`config.mk`:
```
export PLATFORM = sky130hd
export DESIGN_NAME = ebi_top
export DESIGN_NICKNAME = d
export VERILOG_FILES = /design/src/pkg/ebi_pkg.sv /design/src/hw/ebi_top.sv
export SDC_FILE = /design/constraint.sdc
export NUM_CORES = 1
export LEC_CHECK = 0
export ABC_AREA = 1
export BUFFER_PORTS_ARGS = -buffer_cell sky130_fd_sc_hd__buf_2
export CAP_MARGIN = 20
export CORE_ASPECT_RATIO = 0.8
export CORE_MARGIN = 4
export CORE_UTILIZATION = 56
export DETAILED_ROUTE_END_ITERATION = 10
export PLACE_DENSITY = 0.91
export RECOVER_POWER = 100
export SETUP_SLACK_MARGIN = 0.5
export SLEW_MARGIN = 20
export SYNTH_ARGS = -nofsm -noshare
export SYNTH_HDL_FRONTEND = slang
export SYNTH_SLANG_ARGS = --single-unit
```
`constraint.sdc`:
```
create_clock -name pclk -period 2.3 [get_ports pclk]
set_input_delay 0.46 -clock pclk [delete_from_list [all_inputs] [get_ports pclk]]
set_output_delay 0.46 -clock pclk [all_outputs]
set_load 0.1 [all_outputs]
```
`src/pkg/ebi_pkg.sv`:
```
// constants for the e1 block interrupt and alarm status logic
package ebi_pkg;
	// register word indexes; the byte address is four times the index
	localparam logic [11:0] IDX_SUMMARY = 12'hb00;
	localparam logic [11:0] IDX_ENABLE = 12'hb01;
	localparam logic [11:0] IDX_ALARM = 12'hb02;
	localparam logic [11:0] IDX_ALARM_EN = 12'hb03;
	localparam logic [11:0] IDX_FRAMING = 12'h10b;
	localparam logic [11:0] IDX_SLIP_ST = 12'hb08;
	localparam logic [11:0] IDX_FRAMER_ST = 12'hb04;
	localparam logic [11:0] IDX_ALARM_ST2 = 12'hb0e;
	localparam logic [11:0] IDX_ALARM_ST3 = 12'hb40;
	localparam logic [11:0] IDX_HDLC_ST = 12'hb06;
	localparam logic [11:0] IDX_IRQ_STATUS = 12'hc00;
	localparam logic [11:0] IDX_IRQ_MASK = 12'hc01;
	// bit positions
	localparam int BIT_SPARE = 7;
	localparam int BIT_HDLC = 3;
	localparam int BIT_SLIP = 2;
	localparam int BIT_ALARM = 1;
	localparam int BIT_FRAMER = 0;
	localparam int BIT_OOF = 7;
	localparam int BIT_AIS = 6;
	localparam int BIT_MYEL = 5;
	localparam int BIT_LOS = 4;
	localparam int BIT_MYEL_EN = 5;
	// reset values
	localparam logic [7:0] RST_ENABLE = 8'h00;
	localparam logic [7:0] RST_ALARM_EN = 8'h00;
	localparam logic [2:0] RST_CRITERION = 3'h3;
	localparam logic [7:0] RST_MASK = 8'h00;
	// counts
	localparam logic [7:0] LOS_BITS = 8'haf;
	localparam logic [7:0] LOS_ONES_MIN = 8'h16;
	localparam logic [1:0] AIS_FRAMES = 2'h2;
	localparam logic [8:0] BITS_PER_FRAME = 9'h100;
	localparam logic [1:0] AIS_ZERO_LIMIT = 2'h2;
endpackage : ebi_pkg

```
`src/hw/ebi_top.sv`:
```
// e1 block interrupt summary, enables and receive alarm status
// Overview of operation
// - slip summary set while pending, read clears
// - alarm summary set while pending, read clears
// - framer summary set while pending, read clears
// - bit 7 gates the spare bit unit
// - alarm block enable gates alarm interrupts at irq_pin, not at irq
// - framer block enable gates framer interrupts at irq_pin, not at irq
// - pin needs source and block enable
// - out of frame after criterion errored patterns
// - ais declared after two all-ones frames
// - ais cleared by >2 zeros two frames
// - sticky yellow change flag, read clears
// - yellow declared when ts16 y bit one
// - loss declared after 175 zero bits
// - loss cleared only by ones density over a 175-bit window
// - enable bit 5 gates yellow change irq
// - hdlc summary set while pending, read clears
`timescale 1ns/1ns
module ebi_top (
	input wire logic pclk,
	input wire logic presetn,
	input wire logic clk_en,
	input wire logic psel,
	input wire logic penable,
	input wire logic pwrite,
	input wire logic [13:0] paddr,
	input wire logic [31:0] pwdata,
	output logic [31:0] prdata,
	output logic pready,
	output logic pslverr,
	input wire logic slip_req,
	input wire logic framer_req,
	input wire logic hdlc_req,
	input wire logic spare_req,
	input wire logic alarm_src_req,
	input wire logic bit_strobe,
	input wire logic rx_bit,
	input wire logic frame_start,
	input wire logic fas_errored,
	input wire logic fas_check,
	input wire logic ts16_fr0,
	input wire logic ts16_y,
	output logic irq_pin,
	output logic irq
);
	logic [2:0] sync_a;
	logic [2:0] sync_b;
	logic [1:0] sync_c;
	logic [2:0] state_q;
	logic [2:0] state_chg;
	logic s_strobe;
	logic s_bit;
	logic s_frame;
	logic [7:0] block_pending_enable;
	logic [7:0] alarm_en;
	logic [2:0] alignment_loss_criterion;
	logic [7:0] irq_status;
	logic [7:0] irq_mask;
	logic slip_pend;
	logic framer_pend;
	logic hdlc_pend;
	logic spare_pend;
	logic alarm_pend;
	logic out_of_frame_now;
	logic [2:0] fas_err_cnt;
	logic all_ones_defect_now;
	logic [1:0] ais_frames;
	logic [1:0] zero_cnt;
	logic frame_zeros;
	logic myel_now;
	logic multiframe_remote_alarm_change;
	logic signal_loss_now;
	logic [7:0] zero_run;
	logic [7:0] win_cnt;
	logic [7:0] ones_cnt;
	logic rd;
	logic wr;
	logic access;
	logic [11:0] idx;
	logic [7:0] summary;
	logic alarm_any;
	logic next_irq_pin;
	logic [7:0] rd_byte;
	logic hit;
	logic [7:0] events;

	function automatic logic reg_read(input logic [11:0] a);
		return rd && (idx == a);
	endfunction : reg_read

	function automatic logic reg_write(input logic [11:0] a);
		return wr && (idx == a);
	endfunction : reg_write

	// external serial signals come from the line clock domain
	always_ff @(posedge pclk or negedge presetn) begin
		if (!presetn) begin
			sync_a <= 3'h0;
			sync_b <= 3'h0;
			sync_c <= 2'h0;
		end else if (clk_en) begin
			sync_a <= {frame_start, rx_bit, bit_strobe};
			sync_b <= sync_a;
			sync_c <= {sync_b[2], sync_b[0]};
		end
	end
	// strobes stand for several clocks, so act only on their rising edge
	assign s_strobe = sync_b[0] && !sync_c[0];
	assign s_bit = sync_b[1];
	assign s_frame = sync_b[2] && !sync_c[1];

	assign access = psel && penable;
	assign rd = access && !pwrite && clk_en;
	assign wr = access && pwrite && clk_en;
	assign idx = paddr[13:2];

	// pending flags: set wins over the read that clears
	always_ff @(posedge pclk or negedge presetn) begin
		if (!presetn) begin
			slip_pend <= 1'b0;
		end else if (clk_en) begin
			slip_pend <= slip_req ||
				(slip_pend && !reg_read(ebi_pkg::IDX_SLIP_ST));
		end
	end

	always_ff @(posedge pclk or negedge presetn) begin
		if (!presetn) begin
			framer_pend <= 1'b0;
		end else if (clk_en) begin
			framer_pend <= framer_req ||
				(framer_pend && !reg_read(ebi_pkg::IDX_FRAMER_ST));
		end
	end

	always_ff @(posedge pclk or negedge presetn) begin
		if (!presetn) begin
			hdlc_pend <= 1'b0;
		end else if (clk_en) begin
			hdlc_pend <= hdlc_req ||
				(hdlc_pend && !reg_read(ebi_pkg::IDX_HDLC_ST));
		end
	end

	// spare bit unit holds its own request; this bit only mirrors it
	always_ff @(posedge pclk or negedge presetn) begin
		if (!presetn) begin
			spare_pend <= 1'b0;
		end else if (clk_en) begin
			spare_pend <= spare_req;
		end
	end

	always_ff @(posedge pclk or negedge presetn) begin
		if (!presetn) begin
			alarm_pend <= 1'b0;
		end else if (clk_en) begin
			alarm_pend <= alarm_src_req || alarm_any ||
				(alarm_pend && !(reg_read(ebi_pkg::IDX_ALARM) ||
				reg_read(ebi_pkg::IDX_ALARM_ST2) ||
				reg_read(ebi_pkg::IDX_ALARM_ST3)));
		end
	end

	// out of frame: count consecutive errored alignment words
	always_ff @(posedge pclk or negedge presetn) begin
		if (!presetn) begin
			fas_err_cnt <= 3'h0;
			out_of_frame_now <= 1'b0;
		end else if (clk_en && fas_check) begin
			if (!fas_errored) begin
				fas_err_cnt <= 3'h0;
				out_of_frame_now <= 1'b0;
			end else if (fas_err_cnt + 3'h1 >= alignment_loss_criterion) begin
				out_of_frame_now <= 1'b1;
			end else begin
				fas_err_cnt <= fas_err_cnt + 3'h1;
			end
		end
	end

	// ais: per frame zero count, two frames to declare or clear
	always_ff @(posedge pclk or negedge presetn) begin
		if (!presetn) begin
			zero_cnt <= 2'h0;
			frame_zeros <= 1'b0;
			ais_frames <= 2'h0;
			all_ones_defect_now <= 1'b0;
		end else if (clk_en) begin
			if (s_frame) begin
				zero_cnt <= 2'h0;
				// a frame that agrees with the present state restarts the count
				if (frame_zeros != all_ones_defect_now) begin
					ais_frames <= 2'h0;
				end else if (ais_frames + 2'h1 >= ebi_pkg::AIS_FRAMES) begin
					all_ones_defect_now <= !all_ones_defect_now;
					ais_frames <= 2'h0;
				end else begin
					ais_frames <= ais_frames + 2'h1;
				end
				frame_zeros <= 1'b0;
			end else if (s_strobe && !s_bit) begin
				if (zero_cnt == ebi_pkg::AIS_ZERO_LIMIT) begin
					frame_zeros <= 1'b1;
				end else begin
					zero_cnt <= zero_cnt + 2'h1;
				end
			end
		end
	end

	// loss of signal: zero run and ones density over 175-bit window
	always_ff @(posedge pclk or negedge presetn) begin
		if (!presetn) begin
			zero_run <= 8'h00;
			win_cnt <= 8'h00;
			ones_cnt <= 8'h00;
			signal_loss_now <= 1'b0;
		end else if (clk_en && s_strobe) begin
			if (s_bit) begin
				zero_run <= 8'h00;
			end else if (zero_run < ebi_pkg::LOS_BITS) begin
				zero_run <= zero_run + 8'h01;
			end
			if (win_cnt == ebi_pkg::LOS_BITS - 8'h01) begin
				win_cnt <= 8'h00;
				ones_cnt <= 8'h00;
				if (ones_cnt + {7'h00, s_bit} >= ebi_pkg::LOS_ONES_MIN) begin
					signal_loss_now <= 1'b0;
				end
			end else begin
				win_cnt <= win_cnt + 8'h01;
				ones_cnt <= ones_cnt + {7'h00, s_bit};
			end
			if (!s_bit && zero_run == ebi_pkg::LOS_BITS - 8'h01) begin
				signal_loss_now <= 1'b1;
			end
		end
	end

	// yellow alarm and its sticky change flag
	always_ff @(posedge pclk or negedge presetn) begin
		if (!presetn) begin
			myel_now <= 1'b0;
			multiframe_remote_alarm_change <= 1'b0;
		end else if (clk_en) begin
			if (ts16_fr0) begin
				myel_now <= ts16_y;
			end
			if (ts16_fr0 && ts16_y != myel_now && alarm_en[ebi_pkg::BIT_MYEL_EN]) begin
				multiframe_remote_alarm_change <= 1'b1;
			end else if (reg_read(ebi_pkg::IDX_ALARM)) begin
				multiframe_remote_alarm_change <= 1'b0;
			end
		end
	end
	assign alarm_any = ts16_fr0 && ts16_y != myel_now &&
		alarm_en[ebi_pkg::BIT_MYEL_EN];

	// enable, alarm enable, framing and mask registers are writable; irq status is write one to clear; other status bits ignore writes
	always_ff @(posedge pclk or negedge presetn) begin
		if (!presetn) begin
			block_pending_enable <= ebi_pkg::RST_ENABLE;
		end else if (reg_write(ebi_pkg::IDX_ENABLE)) begin
			block_pending_enable <= pwdata[7:0];
		end
	end

	// bits 7 and 6 stay zero: yellow state and a reserved bit
	always_ff @(posedge pclk or negedge presetn) begin
		if (!presetn) begin
			alarm_en <= ebi_pkg::RST_ALARM_EN;
		end else if (reg_write(ebi_pkg::IDX_ALARM_EN)) begin
			alarm_en <= {2'h0, pwdata[5:0]};
		end
	end

	always_ff @(posedge pclk or negedge presetn) begin
		if (!presetn) begin
			alignment_loss_criterion <= ebi_pkg::RST_CRITERION;
		end else if (reg_write(ebi_pkg::IDX_FRAMING)) begin
			alignment_loss_criterion <= pwdata[2:0];
		end
	end

	always_ff @(posedge pclk or negedge presetn) begin
		if (!presetn) begin
			irq_mask <= ebi_pkg::RST_MASK;
		end else if (reg_write(ebi_pkg::IDX_IRQ_MASK)) begin
			irq_mask <= pwdata[7:0];
		end
	end

	assign summary = {spare_pend, 3'h0, hdlc_pend, slip_pend, alarm_pend,
		framer_pend};
	// source enables live in the sub-blocks, except alarm_en bit 5 here for the yellow change; other requests arrive pre-qualified
	assign next_irq_pin = |(summary & block_pending_enable);

	always_ff @(posedge pclk or negedge presetn) begin
		if (!presetn) begin
			irq_pin <= 1'b0;
		end else if (clk_en) begin
			irq_pin <= next_irq_pin;
		end
	end

	// defect states raise an event on each declare and each clear, so a
	// standing defect cannot refill its status bit right after the clear
	always_ff @(posedge pclk or negedge presetn) begin
		if (!presetn) begin
			state_q <= 3'h0;
		end else if (clk_en) begin
			state_q <= {out_of_frame_now, all_ones_defect_now,
				signal_loss_now};
		end
	end
	assign state_chg = state_q ^ {out_of_frame_now, all_ones_defect_now,
		signal_loss_now};

	// sticky event status for the local interrupt, write one to clear
	assign events = {state_chg[2], state_chg[1], alarm_any, state_chg[0],
		1'b0, slip_req, alarm_src_req, framer_req};
	always_ff @(posedge pclk or negedge presetn) begin
		if (!presetn) begin
			irq_status <= 8'h00;
		end else if (clk_en) begin
			if (reg_write(ebi_pkg::IDX_IRQ_STATUS)) begin
				irq_status <= events | (irq_status & ~pwdata[7:0]);
			end else begin
				irq_status <= events | irq_status;
			end
		end
	end

	always_ff @(posedge pclk or negedge presetn) begin
		if (!presetn) begin
			irq <= 1'b0;
		end else if (clk_en) begin
			irq <= |(irq_status & irq_mask);
		end
	end

	always_comb begin
		rd_byte = 8'h00;
		hit = 1'b1;
		case (idx)
			ebi_pkg::IDX_SUMMARY: rd_byte = summary;
			ebi_pkg::IDX_ENABLE: rd_byte = block_pending_enable;
			ebi_pkg::IDX_ALARM: rd_byte = {out_of_frame_now, all_ones_defect_now,
				multiframe_remote_alarm_change, signal_loss_now, 4'h0};
			ebi_pkg::IDX_ALARM_EN: rd_byte = alarm_en;
			ebi_pkg::IDX_FRAMING: rd_byte = {5'h00, alignment_loss_criterion};
			ebi_pkg::IDX_SLIP_ST: rd_byte = 8'h00;
			ebi_pkg::IDX_FRAMER_ST: rd_byte = 8'h00;
			ebi_pkg::IDX_ALARM_ST2: rd_byte = 8'h00;
			ebi_pkg::IDX_ALARM_ST3: rd_byte = 8'h00;
			ebi_pkg::IDX_HDLC_ST: rd_byte = 8'h00;
			ebi_pkg::IDX_IRQ_STATUS: rd_byte = irq_status;
			ebi_pkg::IDX_IRQ_MASK: rd_byte = irq_mask;
			default: hit = 1'b0;
		endcase
	end

	// no wait state: data and ready registered in the setup cycle
	always_ff @(posedge pclk or negedge presetn) begin
		if (!presetn) begin
			pready <= 1'b0;
			prdata <= 32'h00000000;
			pslverr <= 1'b0;
		end else if (clk_en) begin
			pready <= psel && !pready;
			prdata <= {24'h000000, rd_byte};
			pslverr <= psel && !pready && !hit;
		end
	end
endmodule : ebi_top

```
Yosys cells after proc, flatten, opt, wreduce, memory -nomap -nowiden
Index checks and enable logic that the tools add are counted.
{"block": "classes", "n_addsub": 6, "order_cmp": 4, "n_eq_ne": 20, "muxes": 24, "bitwise": 8, "reduce_logical": 67}
{"operator": "$eq A12 B12 Y1 const B", "n": 11}
{"operator": "$pmux W8 S7", "n": 1}
{"operator": "$mux W8", "n": 5}
{"operator": "$logic_and A1 B1 Y1", "n": 30}
{"operator": "$and A8 B8 Y8", "n": 3}
{"operator": "$add A8 B1 Y8 const B", "n": 2}
{"operator": "$eq A8 B8 Y1 const B", "n": 2}
{"operator": "$or A8 B8 Y8", "n": 2}
{"operator": "$reduce_or A8 Y1", "n": 2}
{"operator": "$eq A12 B9 Y1 const B", "n": 1}
{"operator": "$reduce_and A2 Y1", "n": 6}
{"operator": "$reduce_bool A2 Y1", "n": 6}
{"operator": "$reduce_or A12 Y1", "n": 1}
{"operator": "$logic_not A1 Y1", "n": 11}
{"operator": "$mux W1", "n": 11}
{"operator": "$mux W2", "n": 5}
{"operator": "$reduce_and A3 Y1", "n": 3}
{"operator": "$add A8 B1 Y8", "n": 1}
{"operator": "$ge A8 B5 Y1 const B", "n": 1}
{"operator": "$lt A8 B8 Y1 const B", "n": 1}
{"operator": "$not A8 Y8", "n": 1}
{"operator": "$logic_or A1 B1 Y1", "n": 7}
{"operator": "$mux W3", "n": 2}
{"operator": "$add A2 B1 Y2 const B", "n": 2}
{"operator": "other kinds (10)", "n": 12}
{"block": "totals", "register_bits": 98, "inputBits": 64, "elab_cells": 160}

Depth between registers and ports, before layout
Gate-level depths: netlist (run 1).
{"block": "depth", "ltp_word": 9, "ltp_mapped": 12, "mapped_depth_nobuf": 11}

Worst setup path after synthesis (run 1)
Ideal clock, no wire load.
{"block": "synth_path", "kind": "register to register", "start": "reg fas_err_cnt[0]", "end": "reg fas_err_cnt[0]", "arrival_ns": 1.728, "slack_ns": 0.452, "path_stages_with_launch": 10, "n_path_buf": 0, "synth_period_minus_slack_ns": 1.848, "cell_sequence": "dfrtp_1 -> ha_1 -> xor2_1 -> ha_1 -> nand2_1 -> nor2_1 -> a211oi_1 -> nand3_1 -> o21ai_0 -> nor2_1"}
{"block": "synth_via", "elab_chain_len": 4, "elab_cells_between_ends": 6, "classes_between": "add/sub: 1; order compare: 1; eq/ne: 1; mux: 2; reduce/logical: 1"}
{"item": "start, declared", "line": "ebi_top.sv:66", "text": "logic [2:0] fas_err_cnt;"}
{"item": "start signal, assigned", "line": "ebi_top.sv:178", "text": "fas_err_cnt <= fas_err_cnt + 3'h1;"}
{"item": "$add A3 B1 Y3 *", "line": "ebi_top.sv:175, ebi_top.sv:178"}
{"item": "$ge A3 B3 Y1", "line": "ebi_top.sv:175", "text": "end else if (fas_err_cnt + 3'h1 >= alignment_loss_criterion) begin"}
{"item": "$ne A2 B2 Y1 (no source line)"}
{"item": "$reduce_and A2 Y1 (no source line)"}
Every way passes the cells marked *; elsewhere a longest branch is shown, timed or not. The select of a mux whose other input is x is not followed.
A chain may end at the register's enable or synchronous reset.

Worst setup path after layout (run 1)
{"block": "layout_path", "start": "reg irq", "end": "out irq"}
{"item": "start, declared", "line": "ebi_top.sv:45", "text": "output logic irq"}
{"item": "start signal, assigned", "line": "ebi_top.sv:340", "text": "irq <= |(irq_status & irq_mask);"}
No word-level cell between the ends.

==> flow_summary.toml, run 1 <==
[outcome]
outcome = "finished with violations"
failed_checks = "capacitance limit, slew limit"

[sta]
hold-worst-slack_ns = 0.315
max_slew_margin_pct = -5.39
setup_slack_ns = 0.242
fin_tns_setup_ns = 0
max_freq_ghz = 0.486
period_share_pct = 89.5
hold_viol_final = 0
grt_setup_unrepaired = "true"
fin_crit_ns = 2.06
clock_skew_ns = 0.00691
slew_violations = 29
worst_pin_slew_ns = 1.58
setup_viol = 0

[worst_setup_path]
crit_fanout = 2
r2r_cells = 9
rrSetupSlack_ns = 0.34
worst_setup_path_start_kind = "flop"
endpoint_kind = "primary output"
r2r-end = "fas_err_cnt[1]"
cp_num_buf_inv = 1
critPathLaunch = "irq"
r2r_start = "fas_err_cnt[0]"
critPathMaxStageDelay_ns = 0.88
cp.depth = 1
worstPathCellList = "clkbuf_1"
cp.required_ns = 1.84
arrival_ns = 1.60
critPathSlowestCell = "clkbuf_1"
path_class = "flop to primary output"
setup.worst_path.end = "irq"
critical_path.top_delay_family = "buffers and inverters"

[cts]
root_buffer = "clkbuf_16"
cts_max_path_buffers = 2
cts_tree = "yes"
numCtsBuffers = 9
insertion_delay_ns = 0.34
path_clk_slew_ns = 0.06
clock-sinks = 98
htree_levels = 3

[logic_synthesis]
synth_cell_types = 44
syn_inst = 710
syn_avg_cell_area_sq_um = 7.86
yosys_most_used_dff = "dfrtp_1"
ys_seq_area_share_pct = 44.0
syn_area_sq_um = 5580
yosysWarningCount = 0
synth_edf_count = 0
ys_async_sr_fraction_pct = 100
synth-seq-cells = 98

[placed_design]
place_hpwl_um = 9340
routabilityCongestion = 0.926
placedCellCount = 886
dp_slack_ns = 0.377
port_buffers = 49

[finish]
mostFrequentLayoutCells = "217 x nand2_1, 96 x dfrtp_1, 76 x inv_1"
layout-drive-gt1-share_pct = 13.0
area_delta_synth_final_pct = 10.2
final_cell_count_no_fill = 905
antenna_cells = 0
nets = 840
final_common_cell = "nand2_1"

[drt]
drt-total-wl_um = 12700
antenna_left = 0
drcViolationCount = 0
drt_first_iter_violations = 434
first_pass_iters = 5
num_vias = 4818
wire_per_inst_um = 14.0
viasPerCell = 5.32

[floorplan]
die_area_sq_um = 11600
coreArea_sq_um = 9690
fp-row-count = 32
die_y_um = 97.3
ios = 100
start_util_pct = 57.6
die_x_um = 120

[pwr]
pwr-share-clk_pct = 34.0
power_frac_comb_pct = 22.2
p_per_area_nw_per_um2 = 797
switchingPower_uw = 1570
seqPwrFrac_pct = 43.9
sw_frac_of_total_pct = 32.0
p_leak_uw = 0.00310
internal-power_uw = 3330
vdd_ir_drop_max_uv = 553

[global_routing]
grt_pass1_wl_um = 21200
grt.total_usage_pct = 22.3
grt_max_degree = 36
overflow = 0
grt_pass1_vias = 4488
antenna_found_initial = 0

[worst_hold_path]
hold_depth = 3
hold_path_class = "primary input to flop"

[job]
drv_cap = 1
-- cells in the mapped netlist, types with 6 or more instances --
master,instances,area share [%]
xor2_1,6,0.94
a21oi_1,15,1.3
inv_1,75,5.0
nand2_1,215,14
buf_4,25,3.4
ha_1,12,2.7
nand3_1,61,5.5
o21ai_0,51,4.6
nor3_1,6,0.54
dfrtp_1,96,43
nor2_4,8,1.6
o21ai_2,17,2.7
nor2_1,50,3.4
-- layer usage --
metal	vias up	part of all wire (%)	global-route usage, %
li1	2339	-	-
met1	2223	45	31.1
met2	223	45	33.7
met3	33	7.8	6.52
met4	0	2.2	7.31
met5	-	0	0
-- area by class of cell --
| class | count | area, sq um |
|---|---|---|
| timing repair buffer | 58 | 297 |
| clock inverter | 3 | 68.8 |
| clock buffer | 13 | 270 |
| inverter | 80 | 300 |
| multi-input combinational | 517 | 2590 |
| tap | 136 | 170 |
| fill | 853 | 3540 |
| sequential | 98 | 2450 |
-- registers in the layout, summed over array words and instances, names as in the netlist, 2 cells and up --
register / count
alarm_en: 6
block_pending_enable: 8
alignment_loss_criterion: 3
ais_frames: 2
irq_mask: 8
prdata: 8
ones_cnt: 8
zero_run: 8
sync_b: 3
irq_status: 8
win_cnt: 8
zero_cnt: 2
fas_err_cnt: 3
sync_a: 3
state_q: 3
sync_c: 2
-- worst register-to-register path: cells and delay by family (launching register included) --
kind | cells | cell delay, ns
and+or+nand+nor | 4 | 0.44
adders and majority gates | 2 | 0.43
DFF | 1 | 0.40
AOI/OAI and AO/OA | 2 | 0.37
xor gates and xnor gates | 1 | 0.20
-- power by group through the flow --
stage	sequential, uW	clock (uW)	combinational [uW]
2_1_floorplan	2170	0	820
3_3_place_gp	2160	0	1010
3_5_place_dp	2170	0	1050
4_1_cts	2140	1690	1080
5_1_grt	2180	1780	1240
6_report	2150	1660	1090
-- worst min-delay path by stage --
stage	end	slack [ns]	startpoint
global route	spare_pend	0.34	spare_req
CTS	ones_cnt[5]	0.04	presetn
detailed placement	ones_cnt[2]	0.40	presetn
finish	hdlc_pend	0.32	hdlc_req
floorplan	ais_frames[0]	0.16	presetn
global placement	ones_cnt[3]	0.41	presetn
-- logic make-up after synthesis --
group	after synthesis	synth area share [%]
adder cells (fa/ha/maj)	12	2.69
other	1	0.0672
buffers and inverters	118	10.3
AND/OR/NAND/NOR	367	30.1
AO/OA/AOI/OAI	105	11.4
XOR/XNOR	9	1.41
flip-flops	98	44.0
-- what timing repair did --
action / in CTS / in global routing
hold buffers: 0 / 0
setup buffers: 1 / 2
hold endpoints to repair: 0 / 0
gates resized for setup: 5 / 8
setup endpoints to repair: 5 / 12
pin swaps: 4 / 7
-- through the flow --
stage	util, %	cell area (sq um)	power, uW
finish	63.4	6150	4900
CTS	64.3	6230	4920
global placement	60.7	5880	3180
detailed placement	60.7	5880	3220
global route	63.4	6150	5200
floorplan	-	5670	2990
(Power assumes the default switching activity.)
==> run 2, diff against run 1 <==
RECOVER_POWER = not set   (was 100)
==> run 2 against run 1 <==
  * The flow now finishes without violations
  * Hold slack got worse by 0.28 ns
  * Non-clock buffer count did not move
  * Worst setup slack improved by 0.22 ns
  * Fmax rose by 12%
  * Clock power barely moved
  * Clock skew rose by 0.0020 ns
  * Highest routed layer unchanged
==> flow_summary.toml, run 2 (synthesis gave the netlist of run 1 again) <==
[floorplan]
coreArea_sq_um = 9690
die_area_sq_um = 11600
die_x_um = 120
start_util_pct = 57.6
fp-row-count = 32
ios = 100
die_y_um = 97.3

[finish]
layout-drive-gt1-share_pct = 17.9
finalInstanceArea_sq_um = 6290
final_cell_count_no_fill = 905
mostFrequentLayoutCells = "214 x nand2_1, 95 x dfrtp_1, 75 x inv_1"
final_common_cell = "nand2_1"
area_delta_synth_final_pct = 12.7
antenna_cells = 0
fill_cells = 804
nets = 840

[placed_design]
place_area_sq_um = 5880
place_hpwl_um = 9340
port_buffers = 49
routabilityCongestion = 0.926
placedCellCount = 886

[cts]
clock-sinks = 98
holdBufCountCts = 0
cts_max_path_buffers = 2
numCtsBuffers = 9
cts_tree = "yes"
insertion_delay_ns = 0.34
path_clk_slew_ns = 0.07
htree_levels = 3
root_buffer = "clkbuf_16"

[worst_setup_path]
worst_setup_path_start_kind = "flop"
cp_num_buf_inv = 0
path_class = "flop to flop"
critical_path.top_delay_family = "adder cells"
worstPathCellList = "ha_2 > xor2_2 > ha_4 > nand2_2 > nor2_2 > a211oi_2 > nand3_2 > nand3_1 > o21ai_1"
cp.required_ns = 2.53
arrival_ns = 2.06
crit_fanout = 6
critPathMaxStageDelay_ns = 0.40
critPathSlowestCell = "dfrtp_1"
endpoint_kind = "flop"

[global_routing]
grt_pass1_wl_um = 21200
overflow = 0
grt.total_usage_pct = 22.3
grt_pass1_vias = 4488
antenna_found_initial = 0
grt_max_degree = 36

[outcome]
outcome = "finished, final reports clean"

[sta]
clock_skew_ns = 0.00889
setup_viol = 0
fin_crit_ns = 1.84
slew_violations = 0
fin_tns_setup_ns = 0
grt_setup_unrepaired = "true"
period_share_pct = 79.9
max_freq_ghz = 0.544
hold_viol_final = 0
hold-worst-slack_ns = 0.0302

[pwr]
p_per_area_nw_per_um2 = 784
p_leak_uw = 0.00321
total_power_uw = 4930
vdd_ir_drop_max_uv = 575

[job]
drv_cap = 0

[drt]
wire_per_inst_um = 14.0
drcViolationCount = 0
drt-total-wl_um = 12700
first_pass_iters = 5
drt_first_iter_violations = 420
antenna_left = 0
num_vias = 4812
viasPerCell = 5.32

[worst_hold_path]
hold_path_class = "primary input to asynchronous set/reset pin"
-- run 2: changes by cell type in the layout (fill, tap and decap cells not counted), moves of 2 or more --
cell and change:
nand2_1 -3, clkbuf_1 -15, o21ai_1 +4, o21ai_0 -17, nand2_2 +2, buf_4 +5
clkbuf_2 -3, nor2_1 -3, o21ai_2 +13, buf_2 +13, nor2_4 +3
-- run 2: power breakdown --
| part | internal [uW] | total (uW) | switching [uW] | leakage (uW) |
|---|---|---|---|---|
| combinational | 350 | 1110 | 760 | 0.00179 |
| clock | 1050 | 1670 | 625 | 0.000166 |
| sequential | 1950 | 2150 | 203 | 0.00125 |
-- run 2: layer usage --
layer | share of wire, % | global-route usage, % | wire (um) | up-vias
met5 | 0 | 0 | 0 | -
met4 | 2.3 | 7.31 | 286 | 0
met3 | 7.8 | 6.52 | 989 | 33
met2 | 46 | 33.7 | 5770 | 199
met1 | 44 | 31.1 | 5600 | 2244
li1 | - | - | - | 2336
-- run 2: area by class of cell --
cell class | count | area, sq um | area share [%]
inverter | 80 | 300 | 4.78
clock buffer | 13 | 270 | 4.30
tap | 136 | 170 | 2.71
clock inverter | 3 | 68.8 | 1.09
timing repair buffer | 58 | 328 | 5.21
multi-input combinational | 517 | 2690 | 42.8
sequential | 98 | 2460 | 39.1
-- run 2: timing repair --
action,CTS,global route
gates resized for setup,5,8
endpoints found under the setup margin,5,12
buffers inserted,1,2
pin swaps,4,7
-- run 2: final timing paths --
| check | from | end | slack, ns | cells after the start |
|---|---|---|---|---|
| min in group pclk | hdlc_req | hdlc_pend | 0.31 | 3 |
| max reg2reg | fas_err_cnt[0] | fas_err_cnt[1] | 0.46 | 9 |
| max | fas_err_cnt[0] | fas_err_cnt[1] | 0.46 | 9 |
| min reg2reg | prdata[1] | prdata[1] | 0.48 | 2 |
| min | presetn | ones_cnt[5] | 0.03 | 1 |
| max in group asynchronous | presetn | ais_frames[1] | 1.63 | 2 |
-- run 2: per-stage QoR --
step           worst slack, ns  util (%)
5_1_grt                  0.309      64.9
2_1_floorplan            0.516         -
3_5_place_dp             0.377      60.7
3_3_place_gp             0.415      60.7
4_1_cts                  0.380      64.3
6_report                 0.461      64.9
